$ cat config.mk
export PLATFORM = sky130hd
export DESIGN_NAME = tpd_top
export DESIGN_NICKNAME = d
export VERILOG_FILES = /design/src/hdl/tpd_pkg.sv /design/src/hdl/tpd_bidir_pin.sv /design/src/hdl/tpd_input_port.sv /design/src/hdl/tpd_top.sv
export SDC_FILE = /design/constraint.sdc
export NUM_CORES = 1
export LEC_CHECK = 0
export BUFFER_PORTS_ARGS = -buffer_cell sky130_fd_sc_hd__buf_2
export CORE_MARGIN = 2
export CORE_UTILIZATION = 23
export DETAILED_ROUTE_END_ITERATION = 10
export GPL_TIMING_DRIVEN = 1
export REMOVE_ABC_BUFFERS = 1
export SLEW_MARGIN = 20
export SYNTH_ARGS = -nofsm -noshare
export SYNTH_HDL_FRONTEND = slang
export SYNTH_SLANG_ARGS = --single-unit
export TNS_END_PERCENT = 100
$ cat constraint.sdc
create_clock -name clk_sys -period 2.3 [get_ports clk_sys]
set_input_delay 0.575 -clock clk_sys [delete_from_list [all_inputs] [get_ports clk_sys]]
set_output_delay 0.575 -clock clk_sys [all_outputs]
set_load 0.1 [all_outputs]
$ cat src/hdl/tpd_pkg.sv
// Shared constants and types for the two-port pin data block
package tpd_pkg;

  // ----------------------------------------------------------------
  // Widths
  // ----------------------------------------------------------------
  localparam int ADDR_W  = 32;
  localparam int DATA_W  = 32;
  localparam int BIDIR_W = 16;
  localparam int IN_W    = 8;
  localparam int LANES   = 4;

  // ----------------------------------------------------------------
  // Register map, byte addresses, big-endian lanes
  // ----------------------------------------------------------------
  localparam logic [ADDR_W-1:0] BIDIR_PORT_DATA_ADDR   = 32'hFFFF_83B0;
  localparam logic [ADDR_W-1:0] BIDIR_PORT_DATA_LO     = 32'hFFFF_83B1;
  localparam logic [ADDR_W-1:0] INPUT_PORT_LEVELS_ADDR = 32'hFFFF_83B3;
  localparam logic [ADDR_W-1:0] WORD_MASK              = 32'hFFFF_FFFC;

  // Lane numbers inside the word at the data register base
  localparam int LANE_DATA_HI = 3;
  localparam int LANE_DATA_LO = 2;
  localparam int LANE_RSVD    = 1;
  localparam int LANE_LEVELS  = 0;

  // ----------------------------------------------------------------
  // Reset values
  // ----------------------------------------------------------------
  localparam logic [BIDIR_W-1:0] BIDIR_DATA_RESET = 16'h0000;
  localparam logic [DATA_W-1:0]  RDATA_IDLE       = 32'h0000_0000;
  localparam logic [7:0]         RSVD_BYTE        = 8'h00;

  // ----------------------------------------------------------------
  // Access size codes on the size port
  // ----------------------------------------------------------------
  localparam logic [1:0] SIZE_BYTE = 2'h0;
  localparam logic [1:0] SIZE_WORD = 2'h1;
  localparam logic [1:0] SIZE_LONG = 2'h2;

  localparam logic [LANES-1:0] LANES_BYTE = 4'h8;
  localparam logic [LANES-1:0] LANES_WORD = 4'hC;
  localparam logic [LANES-1:0] LANES_LONG = 4'hF;
  localparam logic [LANES-1:0] LANES_NONE = 4'h0;

  // ----------------------------------------------------------------
  // Types
  // ----------------------------------------------------------------
  typedef enum logic [1:0] {ACC_NONE, ACC_MAPPED, ACC_BAD} tpd_acc_t;

  typedef struct packed {
    logic [ADDR_W-1:0] addr;
    logic [DATA_W-1:0] wdata;
    logic [1:0]        size;
    logic              wr;
    logic              rd;
  } tpd_bus_req_t;

  typedef struct packed {
    logic [BIDIR_W-1:0] dir;
    logic [BIDIR_W-1:0] alt_sel;
    logic [BIDIR_W-1:0] alt_out;
    logic [BIDIR_W-1:0] alt_oe;
  } tpd_pin_ctrl_t;

endpackage

$ cat src/hdl/tpd_bidir_pin.sv
// One pin of the bidirectional port: drive select and read view
`timescale 1ns/100ps
module tpd_bidir_pin
  import tpd_pkg::*;
(
  // Clock and reset
  input  wire logic clk_sys,
  input  wire logic sys_rst,
  // Control for this pin
  input  wire logic dir,
  input  wire logic alt_sel,
  input  wire logic alt_out,
  input  wire logic alt_oe,
  // Stored bit and pin level
  input  wire logic data_bit,
  input  wire logic pin_i,
  // Pin drive and read view
  output logic      pin_o_reg,
  output logic      pin_oe_reg,
  output logic      read_bit
);

  // ----------------------------------------------------------------
  // Read view
  // ----------------------------------------------------------------
  // Direction alone picks the view, alternate use or not
  assign read_bit = dir ? data_bit : pin_i;

  // ----------------------------------------------------------------
  // Drive
  // ----------------------------------------------------------------
  // Stored bit reaches the pin only as an ordinary output
  always_ff @(posedge clk_sys) begin
    if (sys_rst) begin
      pin_o_reg  <= 1'b0;
      pin_oe_reg <= 1'b0;
    end else if (alt_sel) begin
      pin_o_reg  <= alt_out;
      pin_oe_reg <= alt_oe;
    end else begin
      pin_o_reg  <= data_bit;
      pin_oe_reg <= dir;
    end
  end

endmodule

$ cat src/hdl/tpd_input_port.sv
// Input-only port: live pin levels with sampling override
`timescale 1ns/100ps
module tpd_input_port
  import tpd_pkg::*;
(
  // Pins and converter state
  input  wire logic [IN_W-1:0] pin_i,
  input  wire logic [IN_W-1:0] adc_sampling,
  // Read view
  output logic      [IN_W-1:0] levels
);

  // ----------------------------------------------------------------
  // Read view
  // ----------------------------------------------------------------
  // No storage at all, so nothing here to reset
  genvar g;
  generate
    for (g = 0; g < IN_W; g++) begin : g_bit
      assign levels[g] = adc_sampling[g] ? 1'b1 : pin_i[g];
    end
  endgenerate

endmodule

$ cat src/hdl/tpd_top.sv
// Top of the two-port pin data block: register port, data store, pins
//
// The strobed register port was left to the implementer.
`timescale 1ns/100ps

// Contract
// - Sixteen-pin bidirectional port, data bit fifteen maps to highest pin.
// - Ordinary output pin drives stored bit; read returns stored bit.
// - Ordinary input pin: read returns current pin level.
// - Write to a non-output pin updates store, pin unchanged.
// - Bidirectional data register clears to zero on power-on reset.
// - Watchdog reset, standby and sleep keep the data register.
// - Data register at fixed address, byte, word and long access.
// - Eight-pin input-only port shared with converter inputs, every mode.
// - Input port register read-only at its byte address, live levels.
// - Writes to the input port register are discarded.
// - Pin under converter sampling reads as one.
// - Input port register has no reset value, always live.
module tpd_top
  import tpd_pkg::*;
(
  // Clock and resets
  input  wire logic                clk_sys,
  input  wire logic                sys_rst,
  input  wire logic                wdt_rst,
  // Register port
  input  wire logic [ADDR_W-1:0]   bus_addr,
  input  wire logic [DATA_W-1:0]   bus_wdata,
  input  wire logic [1:0]          bus_size,
  input  wire logic                bus_wr,
  input  wire logic                bus_rd,
  output logic      [DATA_W-1:0]   bus_rdata_reg,
  output logic                     bus_rvalid_reg,
  output logic                     bus_err_reg,
  // Port control from the pin function logic
  input  wire logic [BIDIR_W-1:0]  bidir_port_direction,
  input  wire logic [BIDIR_W-1:0]  bidir_alt_sel,
  input  wire logic [BIDIR_W-1:0]  bidir_alt_out,
  input  wire logic [BIDIR_W-1:0]  bidir_alt_oe,
  // Bidirectional pins
  input  wire logic [BIDIR_W-1:0]  bidir_pin_i,
  output logic      [BIDIR_W-1:0]  bidir_pin_o_reg,
  output logic      [BIDIR_W-1:0]  bidir_pin_oe_reg,
  output logic      [BIDIR_W-1:0]  bidir_alt_in_reg,
  // Input-only pins and converter
  input  wire logic [IN_W-1:0]     input_pin_i,
  input  wire logic [IN_W-1:0]     adc_sampling,
  output logic      [IN_W-1:0]     analog_channel_input_reg
);

  // ----------------------------------------------------------------
  // Decoding helpers
  // ----------------------------------------------------------------
  // Lanes touched by an access; none when misaligned
  function automatic logic [LANES-1:0] lane_enables(
    input logic [1:0] size,
    input logic [1:0] offset
  );
    logic [LANES-1:0] en;
    en = LANES_NONE;
    unique case (size)
      SIZE_BYTE: en = LANES_BYTE >> offset;
      SIZE_WORD: en = offset[0] ? LANES_NONE : (LANES_WORD >> offset);
      SIZE_LONG: en = (offset == 2'h0) ? LANES_LONG : LANES_NONE;
      default:   en = LANES_NONE;
    endcase
    return en;
  endfunction

  // Classify an access from address and lanes
  function automatic tpd_acc_t classify(
    input logic [ADDR_W-1:0] addr,
    input logic [LANES-1:0]  en
  );
    tpd_acc_t acc;
    acc = ACC_BAD;
    if (((addr & WORD_MASK) == BIDIR_PORT_DATA_ADDR) && (en != LANES_NONE)) begin
      acc = ACC_MAPPED;
    end
    return acc;
  endfunction

  // Spread a byte mask over the data bits
  function automatic logic [DATA_W-1:0] lane_mask(
    input logic [LANES-1:0] en
  );
    logic [DATA_W-1:0] m;
    m = RDATA_IDLE;
    for (int i = 0; i < LANES; i++) begin
      m[i*8 +: 8] = {8{en[i]}};
    end
    return m;
  endfunction

  // ----------------------------------------------------------------
  // Request decode
  // ----------------------------------------------------------------
  tpd_bus_req_t     req;
  logic [LANES-1:0] req_lanes;
  tpd_acc_t         req_acc;
  logic             wr_hit;
  logic             rd_hit;
  logic             any_req;

  assign req.addr  = bus_addr;
  assign req.wdata = bus_wdata;
  assign req.size  = bus_size;
  assign req.wr    = bus_wr;
  assign req.rd    = bus_rd;

  assign any_req   = req.wr | req.rd;
  assign req_lanes = lane_enables(req.size, req.addr[1:0]);
  assign req_acc   = any_req ? classify(req.addr, req_lanes) : ACC_NONE;
  assign wr_hit    = req.wr && (req_acc == ACC_MAPPED);
  assign rd_hit    = req.rd && (req_acc == ACC_MAPPED);

  // ----------------------------------------------------------------
  // Pin control bundle
  // ----------------------------------------------------------------
  tpd_pin_ctrl_t ctrl;

  assign ctrl.dir     = bidir_port_direction;
  assign ctrl.alt_sel = bidir_alt_sel;
  assign ctrl.alt_out = bidir_alt_out;
  assign ctrl.alt_oe  = bidir_alt_oe;

  // ----------------------------------------------------------------
  // Bidirectional data store
  // ----------------------------------------------------------------
  logic [BIDIR_W-1:0] bidir_port_data_reg;
  logic [BIDIR_W-1:0] bidir_port_data_next;
  logic               wr_hi;
  logic               wr_lo;

  assign wr_hi = wr_hit && req_lanes[LANE_DATA_HI];
  assign wr_lo = wr_hit && req_lanes[LANE_DATA_LO];

  // Stored whatever the pin use; drive is decided per pin
  always_comb begin
    bidir_port_data_next = bidir_port_data_reg;
    if (wr_hi) begin
      bidir_port_data_next[15:8] = req.wdata[LANE_DATA_HI*8 +: 8];
    end
    if (wr_lo) begin
      bidir_port_data_next[7:0] = req.wdata[LANE_DATA_LO*8 +: 8];
    end
  end

  // Only the power-on reset clears it; watchdog reset is left out
  // on purpose, and standby or sleep merely stop the clock
  always_ff @(posedge clk_sys) begin
    if (sys_rst) begin
      bidir_port_data_reg <= BIDIR_DATA_RESET;
    end else begin
      bidir_port_data_reg <= bidir_port_data_next;
    end
  end

  // ----------------------------------------------------------------
  // Bidirectional pins, bit n on pin n
  // ----------------------------------------------------------------
  logic [BIDIR_W-1:0] bidir_read_view;

  genvar p;
  generate
    for (p = 0; p < BIDIR_W; p++) begin : g_pin
      tpd_bidir_pin u_pin (
        .clk_sys    (clk_sys),
        .sys_rst    (sys_rst),
        .dir        (ctrl.dir[p]),
        .alt_sel    (ctrl.alt_sel[p]),
        .alt_out    (ctrl.alt_out[p]),
        .alt_oe     (ctrl.alt_oe[p]),
        .data_bit   (bidir_port_data_reg[p]),
        .pin_i      (bidir_pin_i[p]),
        .pin_o_reg  (bidir_pin_o_reg[p]),
        .pin_oe_reg (bidir_pin_oe_reg[p]),
        .read_bit   (bidir_read_view[p])
      );
    end
  endgenerate

  // Pin levels handed on to the alternate peripherals
  always_ff @(posedge clk_sys) begin
    if (sys_rst) begin
      bidir_alt_in_reg <= BIDIR_DATA_RESET;
    end else begin
      bidir_alt_in_reg <= bidir_pin_i;
    end
  end

  // ----------------------------------------------------------------
  // Input-only port
  // ----------------------------------------------------------------
  logic [IN_W-1:0] input_port_levels;

  tpd_input_port u_inport (
    .pin_i        (input_pin_i),
    .adc_sampling (adc_sampling),
    .levels       (input_port_levels)
  );

  // Same pins feed the converter in every mode
  always_ff @(posedge clk_sys) begin
    analog_channel_input_reg <= input_pin_i;
  end

  // ----------------------------------------------------------------
  // Read path
  // ----------------------------------------------------------------
  logic [DATA_W-1:0] read_word;
  logic [DATA_W-1:0] read_data;

  // Reserved lane reads zero; writes to the levels lane go nowhere
  assign read_word = {bidir_read_view, RSVD_BYTE, input_port_levels};
  assign read_data = read_word & lane_mask(req_lanes);

  // Data stand for exactly one cycle after the read
  always_ff @(posedge clk_sys) begin
    if (sys_rst || wdt_rst) begin
      bus_rdata_reg <= RDATA_IDLE;
    end else if (rd_hit) begin
      bus_rdata_reg <= read_data;
    end else begin
      bus_rdata_reg <= RDATA_IDLE;
    end
  end

  always_ff @(posedge clk_sys) begin
    if (sys_rst || wdt_rst) begin
      bus_rvalid_reg <= 1'b0;
    end else begin
      bus_rvalid_reg <= req.rd;
    end
  end

  // ----------------------------------------------------------------
  // Access errors
  // ----------------------------------------------------------------
  // Unmapped or misaligned: no effect, reads zero, one-cycle flag
  always_ff @(posedge clk_sys) begin
    if (sys_rst || wdt_rst) begin
      bus_err_reg <= 1'b0;
    end else begin
      bus_err_reg <= (req_acc == ACC_BAD);
    end
  end

endmodule

Word-level counts from Yosys, hierarchy flattened
Index checks and enable logic that the tools add are counted.

cells by class
  multipliers = 0
  add/subtract/negate cells = 0
  $lt $le $gt $ge = 0
  shift-type cells = 2
  equality and inequality tests = 5
  multiplexer cells = 61
  div/mod/pow operators = 0
  bitwise operators = 3
  reduce and logical (&&, ||, !) cells = 10

operators with widths
  cell                  count
  $mux 1                56
  $and 32x32->32        1
  $eq 30x30->1 const B  1
  $pmux 4 s3            1
  $mux 4                2
  $shr 4x2->4 const A   2
  $logic_and 1x1->1     5
  $eq 2x1->1 const B    2
  $eq 2x2->1 const B    2
  $logic_not 2->1       2
  $mux 2                2
  $reduce_bool 4->1     1
  $reduce_or 2->1       1
  $logic_or 1x1->1      1
  $not 1->1             1
  $or 1x1->1            1

storage, ports and cells
  output and inout bits = 90
  word-level logic and storage cells = 120
  memories kept = 0
  bits in latches = 0
  memory bits (writable) = 0
  input port bits = 167
  bits in registers = 106
  bits in read-only memories = 0

Logic depth before layout (Yosys ltp)
  depth after elaboration = 11
  gate-level depth with buffers = 5
  gate-level depth less buffers = 4

By module
Synthesis repeated with hierarchy kept, for this count alone.

unflattened totals
  cells, all modules = 323
  area total of the unflattened synthesis = 3704.8 µm²

modules (own cells, without submodules)
  module          cells an instance  seq. area each (µm²)  area each (µm²)  instances
  tpd_top         203                1321.3                2333.5           1
  tpd_bidir_pin   7                  40.0                  82.6             16
  tpd_input_port  8                  0.0                   50.0             1

Worst setup path after synthesis
No wires, ideal clock.

  path type = in2reg
  start point = input port bus_addr[11]
  end point = register bidir_port_data_reg[0]
  buffers on the path = 1
  data arrival time = 2.009 ns
  data required time = 2.228 ns
  path slack = 0.219 ns
  stages on the path = 5
  library setup time = 0.072 ns
  cells stage by stage = or4_4 -> nor4_4 -> and4_1 -> buf_6 -> mux2i_1

on the way
  word-level cells in the longest chain between the ends = 7

ends and longest elaborated chain
  element               line            text
  from (decl)           tpd_top.sv:27   input wire logic [ADDR_W-1:0] bus_addr,
  $eq 30x30->1          tpd_top.sv:77   if (((addr & WORD_MASK) == BIDIR_PORT_DATA_ADDR) && (en != LANES_NONE)) begin
  $logic_and 1x1->1     tpd_top.sv:77
  $mux 2                tpd_top.sv:77
  $mux 2                tpd_top.sv:113  assign req_acc = any_req ? classify(req.addr, req_lanes) : ACC_NONE;
  $eq 2x1->1            tpd_top.sv:114  assign wr_hit = req.wr && (req_acc == ACC_MAPPED);
  $logic_and 1x1->1     tpd_top.sv:114
  $logic_and 1x1->1     tpd_top.sv:136  assign wr_lo = wr_hit && req_lanes[LANE_DATA_LO];
  to (signal assigned)  tpd_top.sv:155  bidir_port_data_reg <= bidir_port_data_next;
  to (decl)             tpd_top.sv:130  logic [BIDIR_W-1:0] bidir_port_data_reg;

Every way passes these cells.
A chain may end at the register's enable or synchronous reset.

Final worst setup path
  start point = input port bus_addr[11]
  end point = register bidir_port_data_reg[1]

The elaborated chain is that of the path after synthesis.

==> impl_metrics.json <==
{
  "outcome": "completed",
  "port_buffers": 232,
  "vias_per_cell": 3.88,
  "synth_area_mm2": 0.00384,
  "gr-total-overflow": 0,
  "root_buffer": "clkbuf_16",
  "cts_sinks": 98,
  "wl_um": 9770,
  "post_cts.repair.setup_buffers": 0,
  "end_kind": "flip-flop",
  "drt_iter0_drc": 73,
  "fillers": 1710,
  "wire_per_inst_um": 12.4,
  "synth-seq-cells": 98,
  "hpwl_um": 7540,
  "antenna_found_initial": 1,
  "die_area_mm2": 0.0178,
  "hold_violations": 0,
  "max_freq_mhz": 531,
  "critPathLaunch": "bus_addr[11]",
  "max_cap_violations": 0,
  "synth_top_area_share_pct": 51.0,
  "drtPass1Iterations": 4,
  "grt_max_degree": 82,
  "power_frac_comb_pct": 19.4,
  "r2r_cells": 2,
  "worstMarginPinSlew_ns": 0.515,
  "synth.largest_area_cell": "dfxtp_1",
  "power_frac_seq_pct": 43.2,
  "internal_power_w": 0.00282,
  "p_total_w": 0.00408,
  "yosysWarnings": 0,
  "core_mm2": 0.0165,
  "track_usage_pct": 10.8,
  "setup.worst_path.start_class": "input port",
  "top_usage_layer": "met2",
  "nets": 732,
  "largest_reg_flops": 24,
  "num_rows": 47,
  "gr-usage-met1_pct": 13.0,
  "fin_worst_skew_ns": 0.00813,
  "rr_startpoint": "bidir_port_data_reg[3]$_SDFFE_PP0P_",
  "grt_util_met3_pct": 3.50,
  "avgSynthCellArea_um2": 10.7,
  "drive_above_1_share_pct": 47.5,
  "cts_tree": "yes",
  "fin_crit_sh_pct": 81.9,
  "syn_inst": 359,
  "rsz0062_at_grt": "false",
  "dr_total_vias": 3064,
  "grt_pass1_wl_um": 14800,
  "cts_resized": 0,
  "cts_buffers": 9,
  "cp.arrival_ns": 2.15,
  "grt_use_met2_pct": 17.9,
  "h-tree-depth": 3,
  "drc": 0,
  "area_growth_pct": 39.3,
  "setup-tns-final_ns": 0,
  "die_x_um": 133,
  "setup_viol": 0,
  "p_sw_w": 0.00126,
  "yosys-top-cells-area": "dfxtp_1 (51%), mux2i_1 (17%), buf_4 (7.8%), nand2b_1 (5.4%), nor2_1 (4.9%)",
  "clkTransAtPathRegs_ns": 0.07,
  "worstHoldStart": "input_pin_i[6]",
  "ctsHoldBuffers": 0,
  "ioPinCount": 257,
  "critPathMaxFanout": 8,
  "clkLatencyLatePin_ns": 0.34,
  "crit_required_ns": 2.57,
  "slew_violations": 0,
  "yosysUniqueCellTypes": 31,
  "path_class": "input port to flip-flop",
  "hp-class": "input port to flip-flop",
  "start_util_pct": 23.3,
  "gp_congestion": 0.732,
  "cts_buffer_depth": 2,
  "powerDensity_mw_per_mm2": 762,
  "ant_nets": 0,
  "slew_headroom_pct": 65.9,
  "p_leak_nw": 2.60,
  "grt_pass1_vias": 2951,
  "fin_crit_ns": 1.88,
  "die_y_um": 133,
  "whs_path_depth": 1,
  "ir_drop_uv": 292,
  "ys_seq_area_share_pct": 51.0,
  "p_clk_share_pct": 37.4,
  "switching_share_pct": 30.8
}
## path summary, 6_finish.rpt
| path | slack [ns] | endpoint |
|---|---|---|
| hold / removal | 0.35 | analog_channel_input_reg[6]$_DFF_P_ |
| setup / recovery | 0.42 | bidir_port_data_reg[1]$_SDFFE_PP0P_ |
| setup reg to reg | 1.62 | bus_rdata_reg[19]$_SDFF_PP0_ |
| hold reg to reg | 0.49 | bidir_port_data_reg[6]$_SDFFE_PP0P_ |
## synth_stat cells
cell type and count:
dfxtp_1 98, mux2i_1 64, nor2_1 50, buf_4 40, nand2b_1 33, nor2b_1 17, clkbuf_1 9, nor3_2 9
nor3_1 8, nand4_1 4, buf_6 3, nand2_1 3, nand4b_1 2, nor4_4 2, a211oi_1 1, a21oi_1 1
and2_1 1, and4_1 1, and4bb_1 1, conb_1 1, nand3_4 1, nand3b_1 1, nand4bb_1 1, nor3b_1 1
o211a_1 1, o21ai_0 1, o2bb2ai_1 1, or2_2 1, or3b_2 1, or4_4 1, xnor2_1 1
## layout make-up
type | instances | area (um^2) | area share, %
clock buffer | 10 | 239 | 4.46
antenna | 1 | 2.50 | 0.0468
clock inverter | 5 | 62.6 | 1.17
sequential | 98 | 1960 | 36.7
timing repair buffer | 240 | 1270 | 23.7
tap | 220 | 275 | 5.14
multi-input combinational | 216 | 1540 | 28.8
## worst max-delay path, stage by stage
cell	delay, ns
buf_2	0.09
or4_4	0.53
nor4_4	0.32
and4_1	0.29
buf_12	0.16
mux2i_1	0.18
## per-layer routing
metal / wire, um / vias to the layer above
met2: 4600 / 138
met1: 4230 / 1359
met4: 170 / 0
li1: - / 1558
met5: 0 / -
met3: 772 / 9
## cell families after synthesis
| kind of cell | synth area share (%) |
|---|---|
| AND/OR/NAND/NOR | 21.5 |
| multiplexers | 16.7 |
| AO/OA/AOI/OAI | 0.944 |
| XOR/XNOR | 0.228 |
| flip-flops | 51.0 |
| other | 0.0976 |
| buffers and inverters | 9.57 |
## stage by stage
| step | utilization [%] | area, um^2 | worst slack [ns] | instances | hold WS, ns |
|---|---|---|---|---|---|
| floorplan | - | 3500 | 0.0833 | 314 | 0.460 |
| global placement | 30.7 | 5050 | 0.0598 | 774 | 0.478 |
| detailed placement | 30.7 | 5050 | 0.0388 | 774 | 0.480 |
| CTS | 32.5 | 5350 | 0.385 | 789 | 0.329 |
| global route | 32.5 | 5350 | 0.342 | 790 | 0.331 |
| finish | 32.5 | 5350 | 0.417 | 790 | 0.349 |
## power by group through the flow
| stage | clock network (W) | logic (W) | registers (W) |
|---|---|---|---|
| after floorplan | 0 | 0.000161 | 0.00220 |
| after global placement | 0 | 0.000795 | 0.00180 |
| after detailed placement | 0 | 0.000798 | 0.00180 |
| after CTS | 0.00159 | 0.000798 | 0.00176 |
| after global routing | 0.00166 | 0.000831 | 0.00176 |
| final | 0.00152 | 0.000792 | 0.00176 |
## layout by cell type (no fill, tap or decap), types with 2 or more instances in the layout
| cell | n |
|---|---|
| nor2_1 | 50 |
| nor3_2 | 9 |
| nand4_1 | 4 |
| mux2i_1 | 64 |
| buf_2 | 232 |
| nand2_1 | 3 |
| nand4b_1 | 2 |
| nor2b_1 | 17 |
| nand2b_1 | 33 |
| nor4_4 | 2 |
| nor3_1 | 8 |
| clkbuf_16 | 9 |
| buf_12 | 4 |
| clkinvlp_4 | 2 |
| buf_4 | 4 |
| dfxtp_1 | 98 |
| conb_1 | 8 |
Power figures use the tool's default switching activity.
